File: config.mk
export PLATFORM = sky130hd
export DESIGN_NAME = tcc_timer
export DESIGN_NICKNAME = d
export VERILOG_FILES = /design/src/design/tcc_pkg.sv /design/src/design/tcc_timer.sv
export SDC_FILE = /design/constraint.sdc
export NUM_CORES = 1
export LEC_CHECK = 0
export BUFFER_PORTS_ARGS = -buffer_cell sky130_fd_sc_hd__buf_4
export CAP_MARGIN = 10
export CORE_MARGIN = 8
export CORE_UTILIZATION = 41
export DETAILED_ROUTE_END_ITERATION = 8
export GPL_TIMING_DRIVEN = 0
export HOLD_SLACK_MARGIN = 0.06
export PLACE_DENSITY = 0.66
export SYNTH_ARGS = -nofsm -noshare
export SYNTH_HDL_FRONTEND = slang
export SYNTH_SLANG_ARGS = --single-unit
File: constraint.sdc
create_clock -name clk -period 4.8 [get_ports clk]
set_input_delay 0.24 -clock clk [delete_from_list [all_inputs] [get_ports clk]]
set_output_delay 0.24 -clock clk [all_outputs]
set_load 0.02 [all_outputs]
File: src/design/tcc_pkg.sv
// Constants, register map and carrier types of the 16-bit timer control.
// Assumes one 100 MHz clock that stands for the base oscillator.
// Functional notes
// - Counter runs while mode bits are nonzero; mode zero stops and clears it.
// - Mode 00 stop, 01 free, 10 clear on input zero edge, 11 on match zero.
// - Toggle timing bit 1 adds input zero valid edge as output toggle source.
// - Matches with either register raise an event in running modes only.
// - With register zero at FFFFH, wrap FFFFH to 0000H sets overflow flag.
// - Capture select bit 2 makes register one a capture register.
// - Trigger select 0 captures on input one edge, 1 on opposite input zero.
// - Capture select bit 0 makes register zero a capture register.
// - No register zero capture on input zero edge when both edges are selected.
// - Writing one-shot trigger fires a pulse; the bit self-clears, reads 0.
// - One-shot mode bit selects one-shot output; not usable in match-clear mode.
// - Separate enables let match one and match zero toggle the output.
// - Level command 01 clears, 10 sets, 11 prohibited; both bits read 0.
// - Output enable 0 holds pin low; enable 1 drives the flip-flop.
// - Clock select: osc/2, osc/4, osc/256, or input zero valid edges.
// - Edge select: 00 falling, 01 rising, 11 both, 10 prohibited.
// - Input zero as clock needs two-oscillator-cycle pulses, clock at most 10 MHz.
// - Reset clears mode, capture, output and prescaler registers to 00H.
package tcc_pkg;
	localparam int ADDR_W = 16;
	localparam logic [15:0] ADDR_CAPCTL = 16'hFF6A;
	localparam logic [15:0] ADDR_OUTCTL = 16'hFF6B;
	localparam logic [15:0] ADDR_MODE = 16'hFF7E;
	localparam logic [15:0] ADDR_PRESC = 16'hFF7F;
	// Own choice: 16-bit registers as byte pairs, low byte first
	localparam logic [15:0] ADDR_CR0_LO = 16'hFF60;
	localparam logic [15:0] ADDR_CR0_HI = 16'hFF61;
	localparam logic [15:0] ADDR_CR1_LO = 16'hFF62;
	localparam logic [15:0] ADDR_CR1_HI = 16'hFF63;
	localparam logic [15:0] ADDR_CNT_LO = 16'hFF64;
	localparam logic [15:0] ADDR_CNT_HI = 16'hFF65;
	localparam logic [7:0] RESET_BYTE = 8'h00;
	localparam logic [15:0] CNT_MAX = 16'hFFFF;
	// Mode register bits
	localparam int MODE_OVF = 0;
	localparam int MODE_TOG_TIMING = 1;
	localparam int MODE_LO = 2;
	localparam int MODE_HI = 3;
	// Capture control bits
	localparam int CAP_REG0 = 0;
	localparam int CAP_TRIG0 = 1;
	localparam int CAP_REG1 = 2;
	// Output control bits
	localparam int OUT_EN = 0;
	localparam int OUT_TOG0 = 1;
	localparam int OUT_CLR = 2;
	localparam int OUT_SET = 3;
	localparam int OUT_TOG1 = 4;
	localparam int OUT_OS_MODE = 5;
	localparam int OUT_OS_TRIG = 6;
	localparam logic [7:0] OUT_WMASK = 8'h33;
	// Prescaler bits
	localparam int PRE_CLK_LO = 0;
	localparam int PRE_EDGE0_LO = 4;
	localparam int PRE_EDGE1_LO = 6;
	localparam logic [7:0] PRE_WMASK = 8'hF3;
	localparam logic [7:0] CAP_WMASK = 8'h07;
	localparam logic [7:0] MODE_WMASK = 8'h0F;
	// Prescaler taps: osc/2, osc/4, osc/256
	localparam int PRESC_W = 8;
	localparam int TAP_DIV2 = 0;
	localparam int TAP_DIV4 = 1;
	localparam int TAP_DIV256 = 7;
	typedef enum logic [1:0] {
		TCC_STOP, TCC_FREE, TCC_EDGE_CLR, TCC_MATCH_CLR
	} tcc_mode_type;
	typedef enum logic [1:0] {
		TCC_FALL, TCC_RISE, TCC_BAD, TCC_BOTH
	} tcc_edge_type;
	typedef struct packed {
		logic [15:0] addr;
		logic [7:0] wdata;
		logic wr;
		logic rd;
	} tcc_bus_type;
	typedef struct packed {
		logic match0;
		logic match1;
	} tcc_irq_type;
endpackage : tcc_pkg

File: src/design/tcc_timer.sv
// 16-bit timer/event counter with two capture/compare registers.
// Assumes a same-clock register port; input pins are asynchronous.
`timescale 1ns/1ns
module tcc_timer
	import tcc_pkg::*;
(
	// Clock and reset
	input wire logic clk,
	input wire logic rst,
	// Register port
	input wire tcc_bus_type bus,
	output logic [7:0] rdata,
	// Pins
	input wire logic timer_input_zero,
	input wire logic timer_input_one,
	output logic timer_output_pin,
	// Events
	output tcc_irq_type irq
);
	logic [7:0] mode_q;
	logic [7:0] cap_q;
	logic [7:0] out_q;
	logic [7:0] pre_q;
	logic [15:0] main_counter_q;
	logic [15:0] capcmp_reg_zero_q;
	logic [15:0] capcmp_reg_one_q;
	logic [PRESC_W-1:0] div_q;
	logic [1:0] in0_sync_q;
	logic [1:0] in1_sync_q;
	logic in0_prev_q;
	logic in1_prev_q;
	logic in0_seen_q;
	logic out_ff_q;
	logic oneshot_armed_q;
	logic [7:0] rdata_q;
	logic [PRESC_W-1:0] div_d;
	logic tick;
	logic in0_rise;
	logic in0_fall;
	logic in1_rise;
	logic in1_fall;
	logic in0_valid;
	logic in1_valid;
	logic in0_capture;
	logic running;
	logic match0;
	logic match1;
	logic wrap;
	logic soft_trig;
	logic cnt_clear;
	logic [15:0] cnt_next;
	tcc_mode_type mode;
	tcc_edge_type edge0;
	tcc_edge_type edge1;
	// Register strobes, decoded once for every block below
	logic wr_mode;
	logic wr_cap;
	logic wr_out;
	logic wr_pre;
	logic wr_cr0_lo;
	logic wr_cr0_hi;
	logic wr_cr1_lo;
	logic wr_cr1_hi;
	logic lvl_clr;
	logic lvl_set;
	logic cap0_trig;
	logic cap1_trig;
	logic ovf_set;

	assign mode = tcc_mode_type'(mode_q[MODE_HI:MODE_LO]);
	assign edge0 = tcc_edge_type'(pre_q[PRE_EDGE0_LO +: 2]);
	assign edge1 = tcc_edge_type'(pre_q[PRE_EDGE1_LO +: 2]);
	assign running = (mode != TCC_STOP);

	assign wr_mode = bus.wr & (bus.addr == ADDR_MODE);
	assign wr_cap = bus.wr & (bus.addr == ADDR_CAPCTL);
	assign wr_out = bus.wr & (bus.addr == ADDR_OUTCTL);
	assign wr_pre = bus.wr & (bus.addr == ADDR_PRESC);
	assign wr_cr0_lo = bus.wr & (bus.addr == ADDR_CR0_LO);
	assign wr_cr0_hi = bus.wr & (bus.addr == ADDR_CR0_HI);
	assign wr_cr1_lo = bus.wr & (bus.addr == ADDR_CR1_LO);
	assign wr_cr1_hi = bus.wr & (bus.addr == ADDR_CR1_HI);
	// Prohibited level code 11 matches neither command, so it is ignored
	assign lvl_clr = wr_out & (bus.wdata[OUT_CLR +: 2] == 2'h1);
	assign lvl_set = wr_out & (bus.wdata[OUT_CLR +: 2] == 2'h2);

	// Two flip-flops before any logic sees the pins
	always_ff @(posedge clk) begin
		if (rst) begin
			in0_sync_q <= 2'h0;
			in1_sync_q <= 2'h0;
		end else begin
			in0_sync_q <= {in0_sync_q[0], timer_input_zero};
			in1_sync_q <= {in1_sync_q[0], timer_input_one};
		end
	end

	// Previous level is reloaded while stopped, so restart sees no old edge
	always_ff @(posedge clk) begin
		if (rst) begin
			in0_prev_q <= 1'b0;
			in1_prev_q <= 1'b0;
			in0_seen_q <= 1'b0;
		end else begin
			in0_prev_q <= in0_sync_q[1];
			in1_prev_q <= in1_sync_q[1];
			in0_seen_q <= running;
		end
	end

	assign in0_rise = in0_seen_q & in0_sync_q[1] & ~in0_prev_q;
	assign in0_fall = in0_seen_q & ~in0_sync_q[1] & in0_prev_q;
	assign in1_rise = in0_seen_q & in1_sync_q[1] & ~in1_prev_q;
	assign in1_fall = in0_seen_q & ~in1_sync_q[1] & in1_prev_q;

	// Edge decode; the prohibited code detects nothing
	always_comb begin
		unique case (edge0)
			TCC_FALL: in0_valid = in0_fall;
			TCC_RISE: in0_valid = in0_rise;
			TCC_BOTH: in0_valid = in0_rise | in0_fall;
			TCC_BAD: in0_valid = 1'b0;
		endcase
	end

	always_comb begin
		unique case (edge1)
			TCC_FALL: in1_valid = in1_fall;
			TCC_RISE: in1_valid = in1_rise;
			TCC_BOTH: in1_valid = in1_rise | in1_fall;
			TCC_BAD: in1_valid = 1'b0;
		endcase
	end

	// Opposite phase of input zero, none for both edges
	always_comb begin
		unique case (edge0)
			TCC_FALL: in0_capture = in0_rise;
			TCC_RISE: in0_capture = in0_fall;
			TCC_BOTH: in0_capture = 1'b0;
			TCC_BAD: in0_capture = 1'b0;
		endcase
	end

	// Free divider for the internal count clock; cleared while stopped
	assign div_d = div_q + PRESC_W'(1);
	always_ff @(posedge clk) begin
		if (rst || !running) begin
			div_q <= '0;
		end else begin
			div_q <= div_d;
		end
	end

	always_comb begin
		unique case (pre_q[PRE_CLK_LO +: 2])
			2'h0: tick = div_d[TAP_DIV2] & ~div_q[TAP_DIV2];
			2'h1: tick = div_d[TAP_DIV4] & ~div_q[TAP_DIV4];
			2'h2: tick = div_d[TAP_DIV256] & ~div_q[TAP_DIV256];
			2'h3: tick = in0_valid;
		endcase
	end

	// Compare only in compare role, and only while running
	assign match0 = running & tick & ~cap_q[CAP_REG0]
		& (main_counter_q == capcmp_reg_zero_q);
	assign match1 = running & tick & ~cap_q[CAP_REG1]
		& (main_counter_q == capcmp_reg_one_q);
	assign wrap = running & tick & (main_counter_q == CNT_MAX);
	// Overflow only counts when register zero spans the full range
	assign ovf_set = wrap & (capcmp_reg_zero_q == CNT_MAX);
	assign soft_trig = wr_out & bus.wdata[OUT_OS_TRIG]
		& out_q[OUT_OS_MODE];
	// Capture triggers; register zero picks its source
	assign cap0_trig = running & cap_q[CAP_REG0]
		& (cap_q[CAP_TRIG0] ? in0_capture : in1_valid);
	assign cap1_trig = running & cap_q[CAP_REG1] & in0_valid;

	always_comb begin
		cnt_clear = 1'b0;
		if (mode == TCC_EDGE_CLR && in0_valid) begin
			cnt_clear = 1'b1;
		end
		if (mode == TCC_MATCH_CLR && match0) begin
			cnt_clear = 1'b1;
		end
		// Match-clear restarts the count on match zero by itself, so a one-shot restart is refused
		if (soft_trig && running && mode != TCC_MATCH_CLR) begin
			cnt_clear = 1'b1;
		end
	end
	assign cnt_next = main_counter_q + 16'h0001;

	always_ff @(posedge clk) begin
		if (rst || !running) begin
			main_counter_q <= 16'h0000;
		end else if (cnt_clear) begin
			main_counter_q <= 16'h0000;
		end else if (tick) begin
			main_counter_q <= cnt_next;
		end
	end

	// One-shot: armed by trigger, one pulse, then held until next trigger
	always_ff @(posedge clk) begin
		if (rst || !running || !out_q[OUT_OS_MODE]) begin
			oneshot_armed_q <= 1'b0;
		end else if (soft_trig) begin
			oneshot_armed_q <= 1'b1;
		end else if (oneshot_armed_q && match0 && out_ff_q) begin
			// The match that brings the pin back low ends the shot
			oneshot_armed_q <= 1'b0;
		end
	end

	// Output flip-flop
	logic tog;
	logic tog_allowed;
	always_comb begin
		tog_allowed = ~out_q[OUT_OS_MODE] | oneshot_armed_q;
		tog = 1'b0;
		if (match0 && out_q[OUT_TOG0]) begin
			tog = 1'b1;
		end
		if (match1 && out_q[OUT_TOG1]) begin
			tog = 1'b1;
		end
		if (mode_q[MODE_TOG_TIMING] && in0_valid && running) begin
			tog = 1'b1;
		end
		// Stopped timer or a spent one-shot masks every source
		if (!running || !tog_allowed) begin
			tog = 1'b0;
		end
	end

	always_ff @(posedge clk) begin
		// Software level commands win over a toggle in the same cycle
		if (rst) begin
			out_ff_q <= 1'b0;
		end else if (lvl_clr) begin
			out_ff_q <= 1'b0;
		end else if (lvl_set) begin
			out_ff_q <= 1'b1;
		end else if (tog) begin
			out_ff_q <= ~out_ff_q;
		end
	end

	always_ff @(posedge clk) begin
		if (rst) begin
			timer_output_pin <= 1'b0;
		end else begin
			timer_output_pin <= out_q[OUT_EN] & out_ff_q;
		end
	end

	// Capture beats a software write in the same cycle
	always_ff @(posedge clk) begin
		if (rst) begin
			capcmp_reg_zero_q <= 16'h0000;
		end else if (cap0_trig) begin
			capcmp_reg_zero_q <= main_counter_q;
		end else if (wr_cr0_lo) begin
			capcmp_reg_zero_q[7:0] <= bus.wdata;
		end else if (wr_cr0_hi) begin
			capcmp_reg_zero_q[15:8] <= bus.wdata;
		end
	end

	always_ff @(posedge clk) begin
		if (rst) begin
			capcmp_reg_one_q <= 16'h0000;
		end else if (cap1_trig) begin
			capcmp_reg_one_q <= main_counter_q;
		end else if (wr_cr1_lo) begin
			capcmp_reg_one_q[7:0] <= bus.wdata;
		end else if (wr_cr1_hi) begin
			capcmp_reg_one_q[15:8] <= bus.wdata;
		end
	end

	// Mode register; overflow set wins over a clearing write
	always_ff @(posedge clk) begin
		if (rst) begin
			mode_q <= RESET_BYTE;
		end else begin
			if (wr_mode) begin
				mode_q <= bus.wdata & MODE_WMASK;
			end
			if (ovf_set) begin
				mode_q[MODE_OVF] <= 1'b1;
			end
		end
	end

	always_ff @(posedge clk) begin
		if (rst) begin
			cap_q <= RESET_BYTE;
		end else if (wr_cap) begin
			cap_q <= bus.wdata & CAP_WMASK;
		end
	end

	// Command and trigger bits are never stored
	always_ff @(posedge clk) begin
		if (rst) begin
			out_q <= RESET_BYTE;
		end else if (wr_out) begin
			out_q <= bus.wdata & OUT_WMASK;
		end
	end

	always_ff @(posedge clk) begin
		if (rst) begin
			pre_q <= RESET_BYTE;
		end else if (wr_pre) begin
			pre_q <= bus.wdata & PRE_WMASK;
		end
	end

	// Read mux apart from the flop, so unmapped addresses read zero
	logic [7:0] rd_mux;
	always_comb begin
		unique case (bus.addr)
			ADDR_MODE: rd_mux = mode_q;
			ADDR_CAPCTL: rd_mux = cap_q;
			ADDR_OUTCTL: rd_mux = out_q;
			ADDR_PRESC: rd_mux = pre_q;
			ADDR_CR0_LO: rd_mux = capcmp_reg_zero_q[7:0];
			ADDR_CR0_HI: rd_mux = capcmp_reg_zero_q[15:8];
			ADDR_CR1_LO: rd_mux = capcmp_reg_one_q[7:0];
			ADDR_CR1_HI: rd_mux = capcmp_reg_one_q[15:8];
			ADDR_CNT_LO: rd_mux = main_counter_q[7:0];
			ADDR_CNT_HI: rd_mux = main_counter_q[15:8];
			default: rd_mux = 8'h00;
		endcase
	end

	// Read data one cycle after the strobe, zero elsewhere
	always_ff @(posedge clk) begin
		if (rst || !bus.rd) begin
			rdata_q <= 8'h00;
		end else begin
			rdata_q <= rd_mux;
		end
	end
	assign rdata = rdata_q;

	// Match events, with register zero captures on match0, as registered one-cycle pulses
	always_ff @(posedge clk) begin
		if (rst) begin
			irq <= '0;
		end else begin
			irq.match0 <= match0 | cap0_trig;
			irq.match1 <= match1;
		end
	end
endmodule : tcc_timer

==> impl_metrics.py <==
metrics = {
    "status": {
        "status": "finished clean",
    },
    "routing": {
        "wire_per_inst_um": 21.2,
        "wl_mm": 17.0,
        "ant_nets": 0,
        "drt-pass1-iter-count": 6,
        "drc": 0,
        "first_iter_violations": 770,
        "via_per_inst": 6.09,
        "vias": 4881,
    },
    "synth": {
        "avgSynthCellArea_um2": 8.18,
        "synth_common_cells": "dfxtp_1 (93), nor2_1 (72), nand2_1 (63)",
        "synth_largest_area_cell": "dfxtp_1",
        "yosys_warnings": 0,
        "synthesis.nets": 637,
        "ys_seq_elements": 93,
        "yosysUniqueCellTypes": 57,
        "ys_seq_area_share_pct": 37.7,
        "ys_top_cells_by_area": "dfxtp_1 (38%), xor2_1 (6.4%), nor2_1 (5.5%)",
        "synthMostInstantiatedCell": "dfxtp_1",
        "synth_enable_flop_cells": 0,
        "synth_cells": 603,
        "synth_top_area_share_pct": 37.7,
        "netlist_area_um2": 4930,
        "synth_ff_type": "dfxtp_1",
        "ys_async_sr_fraction_pct": 0,
    },
    "setup_path": {
        "path_class": "reg2reg",
        "cp-start-kind": "register",
        "critPathRequiredTime_ns": 5.05,
        "endpoint_kind": "register",
        "r2r-start": "main_counter_q[5]",
        "cp.arrival_ns": 3.27,
        "critPathLaunch": "main_counter_q[5]",
        "path_max_fanout": 10,
    },
    "grt": {
        "grt.overflow.total": 0,
        "antenna_found_initial": 0,
        "grt_max_degree": 18,
        "grt_pass1_wl_mm": 26.2,
        "grt_use_total_pct": 21.4,
        "grt_pass1_vias": 4728,
    },
    "clock_tree": {
        "clock-root-buffer": "clkbuf_16",
        "path_clk_slew_ns": 0.07,
        "h-tree-depth": 3,
        "cts_buffers": 9,
        "clockBufferDepth": 2,
        "clock_latency_ns": 0.36,
        "ctsResizeCount": 0,
        "cts_tree": "built",
        "hold_buffers": 0,
        "cts_sinks": 93,
        "cts_setup_buffers": 0,
    },
    "run": {
        "maxCapViolations": 0,
    },
    "power": {
        "clkPwrFrac_pct": 45.1,
        "power.leakage_nw": 2.05,
        "comb_power_share_pct": 4.4,
        "power.internal_w": 0.00116,
        "switchingPower_w": 0.000377,
        "ir_worst_vdd_uv": 354,
        "sw_frac_of_total_pct": 24.6,
        "pwr-share-seq_pct": 50.5,
        "power_density_nw_per_um2": 270,
    },
    "timing": {
        "timing.fmax_mhz": 330,
        "hold_viol_final": 0,
        "worst_pin_slew_ns": 1.35,
        "setup-tns-final_ns": 0,
        "fin_skew_ns": 0.00459,
        "slew_headroom_pct": 9.21,
        "final_max_slew_viol_count": 0,
        "post-route-period-util_pct": 63.1,
        "timing.hold.ws_ns": 0.0959,
        "setup_viol": 0,
        "rsz0062_at_grt": "false",
        "period_minus_slack_ns": 3.03,
    },
    "placement": {
        "place_congestion": 0.955,
        "dp_hpwl_mm": 12.3,
        "port_buffers": 35,
    },
    "floorplanning": {
        "initial_core_util_pct": 41.6,
        "die_w_um": 126,
        "num_io_pins": 41,
        "rows": 40,
        "dieArea_um2": 15800,
        "design.core.area_um2": 11900,
        "die_h_um": 126,
    },
    "cells_and_area": {
        "areaGrowthSynthToFinish_pct": 14.9,
        "antenna_cells": 0,
        "fill_cells": 1210,
        "nNetsFinal": 684,
        "drive_gt1_share_pct": 12.2,
    },
    "min_path": {
        "min_from": "timer_input_one",
        "hold_class": "in2reg",
    },
}
==> routing by layer <==
layer  vias to the layer above  GRT usage (%)  routed length [um]
li1                       2250              -                   -
met1                      2324           26.8                6930
met2                       264           32.7                7590
met3                        43           7.30                1870
met4                         0           9.53                 572
met5                         -              0                   0
==> registers in the layout, indices dropped and copies added (netlist names), 3 cells and up <==
name / cells
mode_q: 4
capcmp_reg_zero_q: 16
out_q: 4
capcmp_reg_one_q: 16
div_q: 8
cap_q: 3
main_counter_q: 16
pre_q: 6
rdata: 8
==> placed cells by master (no fill, tap or decap), drive strengths merged, types with 4 or more instances in the layout <==
| cell type | count |
|---|---|
| a21oi | 20 |
| inv | 16 |
| a31oi | 10 |
| ha | 4 |
| clkbuf | 53 |
| a22oi | 10 |
| xnor2 | 17 |
| nor3 | 15 |
| a211oi | 9 |
| o21ai | 10 |
| xor2 | 36 |
| dfxtp | 93 |
| and3 | 4 |
| nand3 | 52 |
| or2 | 5 |
| mux2i | 13 |
| a222oi | 8 |
| or4 | 7 |
| buf | 43 |
| mux2 | 7 |
| nand2 | 63 |
| nor4 | 7 |
| nand4 | 14 |
| nor2b | 6 |
| a311oi | 24 |
| nor2 | 72 |
==> through the flow <==
stage / instances / total power [W] / util (%) / cell area [um^2] / worst slack (ns)
4_1_cts: 802 / 0.00155 / 47.8 / 5670 / 1.91
3_5_place_dp: 786 / 0.000857 / 45.4 / 5390 / 1.93
6_report: 802 / 0.00153 / 47.8 / 5670 / 1.77
2_1_floorplan: 603 / 0.000820 / - / 4930 / 2.43
3_3_place_gp: 785 / 0.000855 / 45.3 / 5380 / 1.91
5_1_grt: 802 / 0.00158 / 47.8 / 5670 / 1.66
==> power groups by stage <==
stage / logic [W] / clock network, W / registers, W
after floorplan: 0.0000288 / 0 / 0.000792
final: 0.0000670 / 0.000692 / 0.000774
after detailed placement: 0.0000653 / 0 / 0.000792
after global placement: 0.0000636 / 0 / 0.000792
after global routing: 0.0000703 / 0.000734 / 0.000774
after CTS: 0.0000655 / 0.000706 / 0.000774
==> area by class of cell <==
type / count / area (um^2) / share of cell area [%]
buffer: 52 / 238 / 4.19
clock buffer: 9 / 225 / 3.97
clock inverter: 7 / 57.6 / 1.02
inverter: 13 / 48.8 / 0.861
multi-input combinational: 445 / 2780 / 49.1
sequential: 93 / 1860 / 32.8
tap: 147 / 184 / 3.24
timing repair buffer: 36 / 270 / 4.77
==> cell families after synthesis <==
group,synth area share (%)
simple gates,25.9
xor+xnor,9.41
buf+inv,5.81
fa+ha+maj,1.01
mux,4.24
compound gates,15.9
flops,37.7
==> critical path, stage by stage (launching register included) <==
cell	delay (ns)
dfxtp_1	0.31
clkbuf_1	0.48
xor2_1	0.15
nor4_1	0.74
and4_1	0.31
nand4_1	0.09
o311ai_0	0.13
a21o_1	0.35
buf_2	0.28
nor2_1	0.07
==> worst paths after layout <==
path | end | slack (ns) | cells past startpoint
worst max-delay path | main_counter_q[8] | 1.77 | 9
worst min-delay path | in1_sync_q[0] | 0.1 | 2
worst max register to register | main_counter_q[8] | 1.77 | 9
worst min register to register | in1_sync_q[1] | 0.44 | 1
Note: power is estimated with default switching activity, not from simulation.
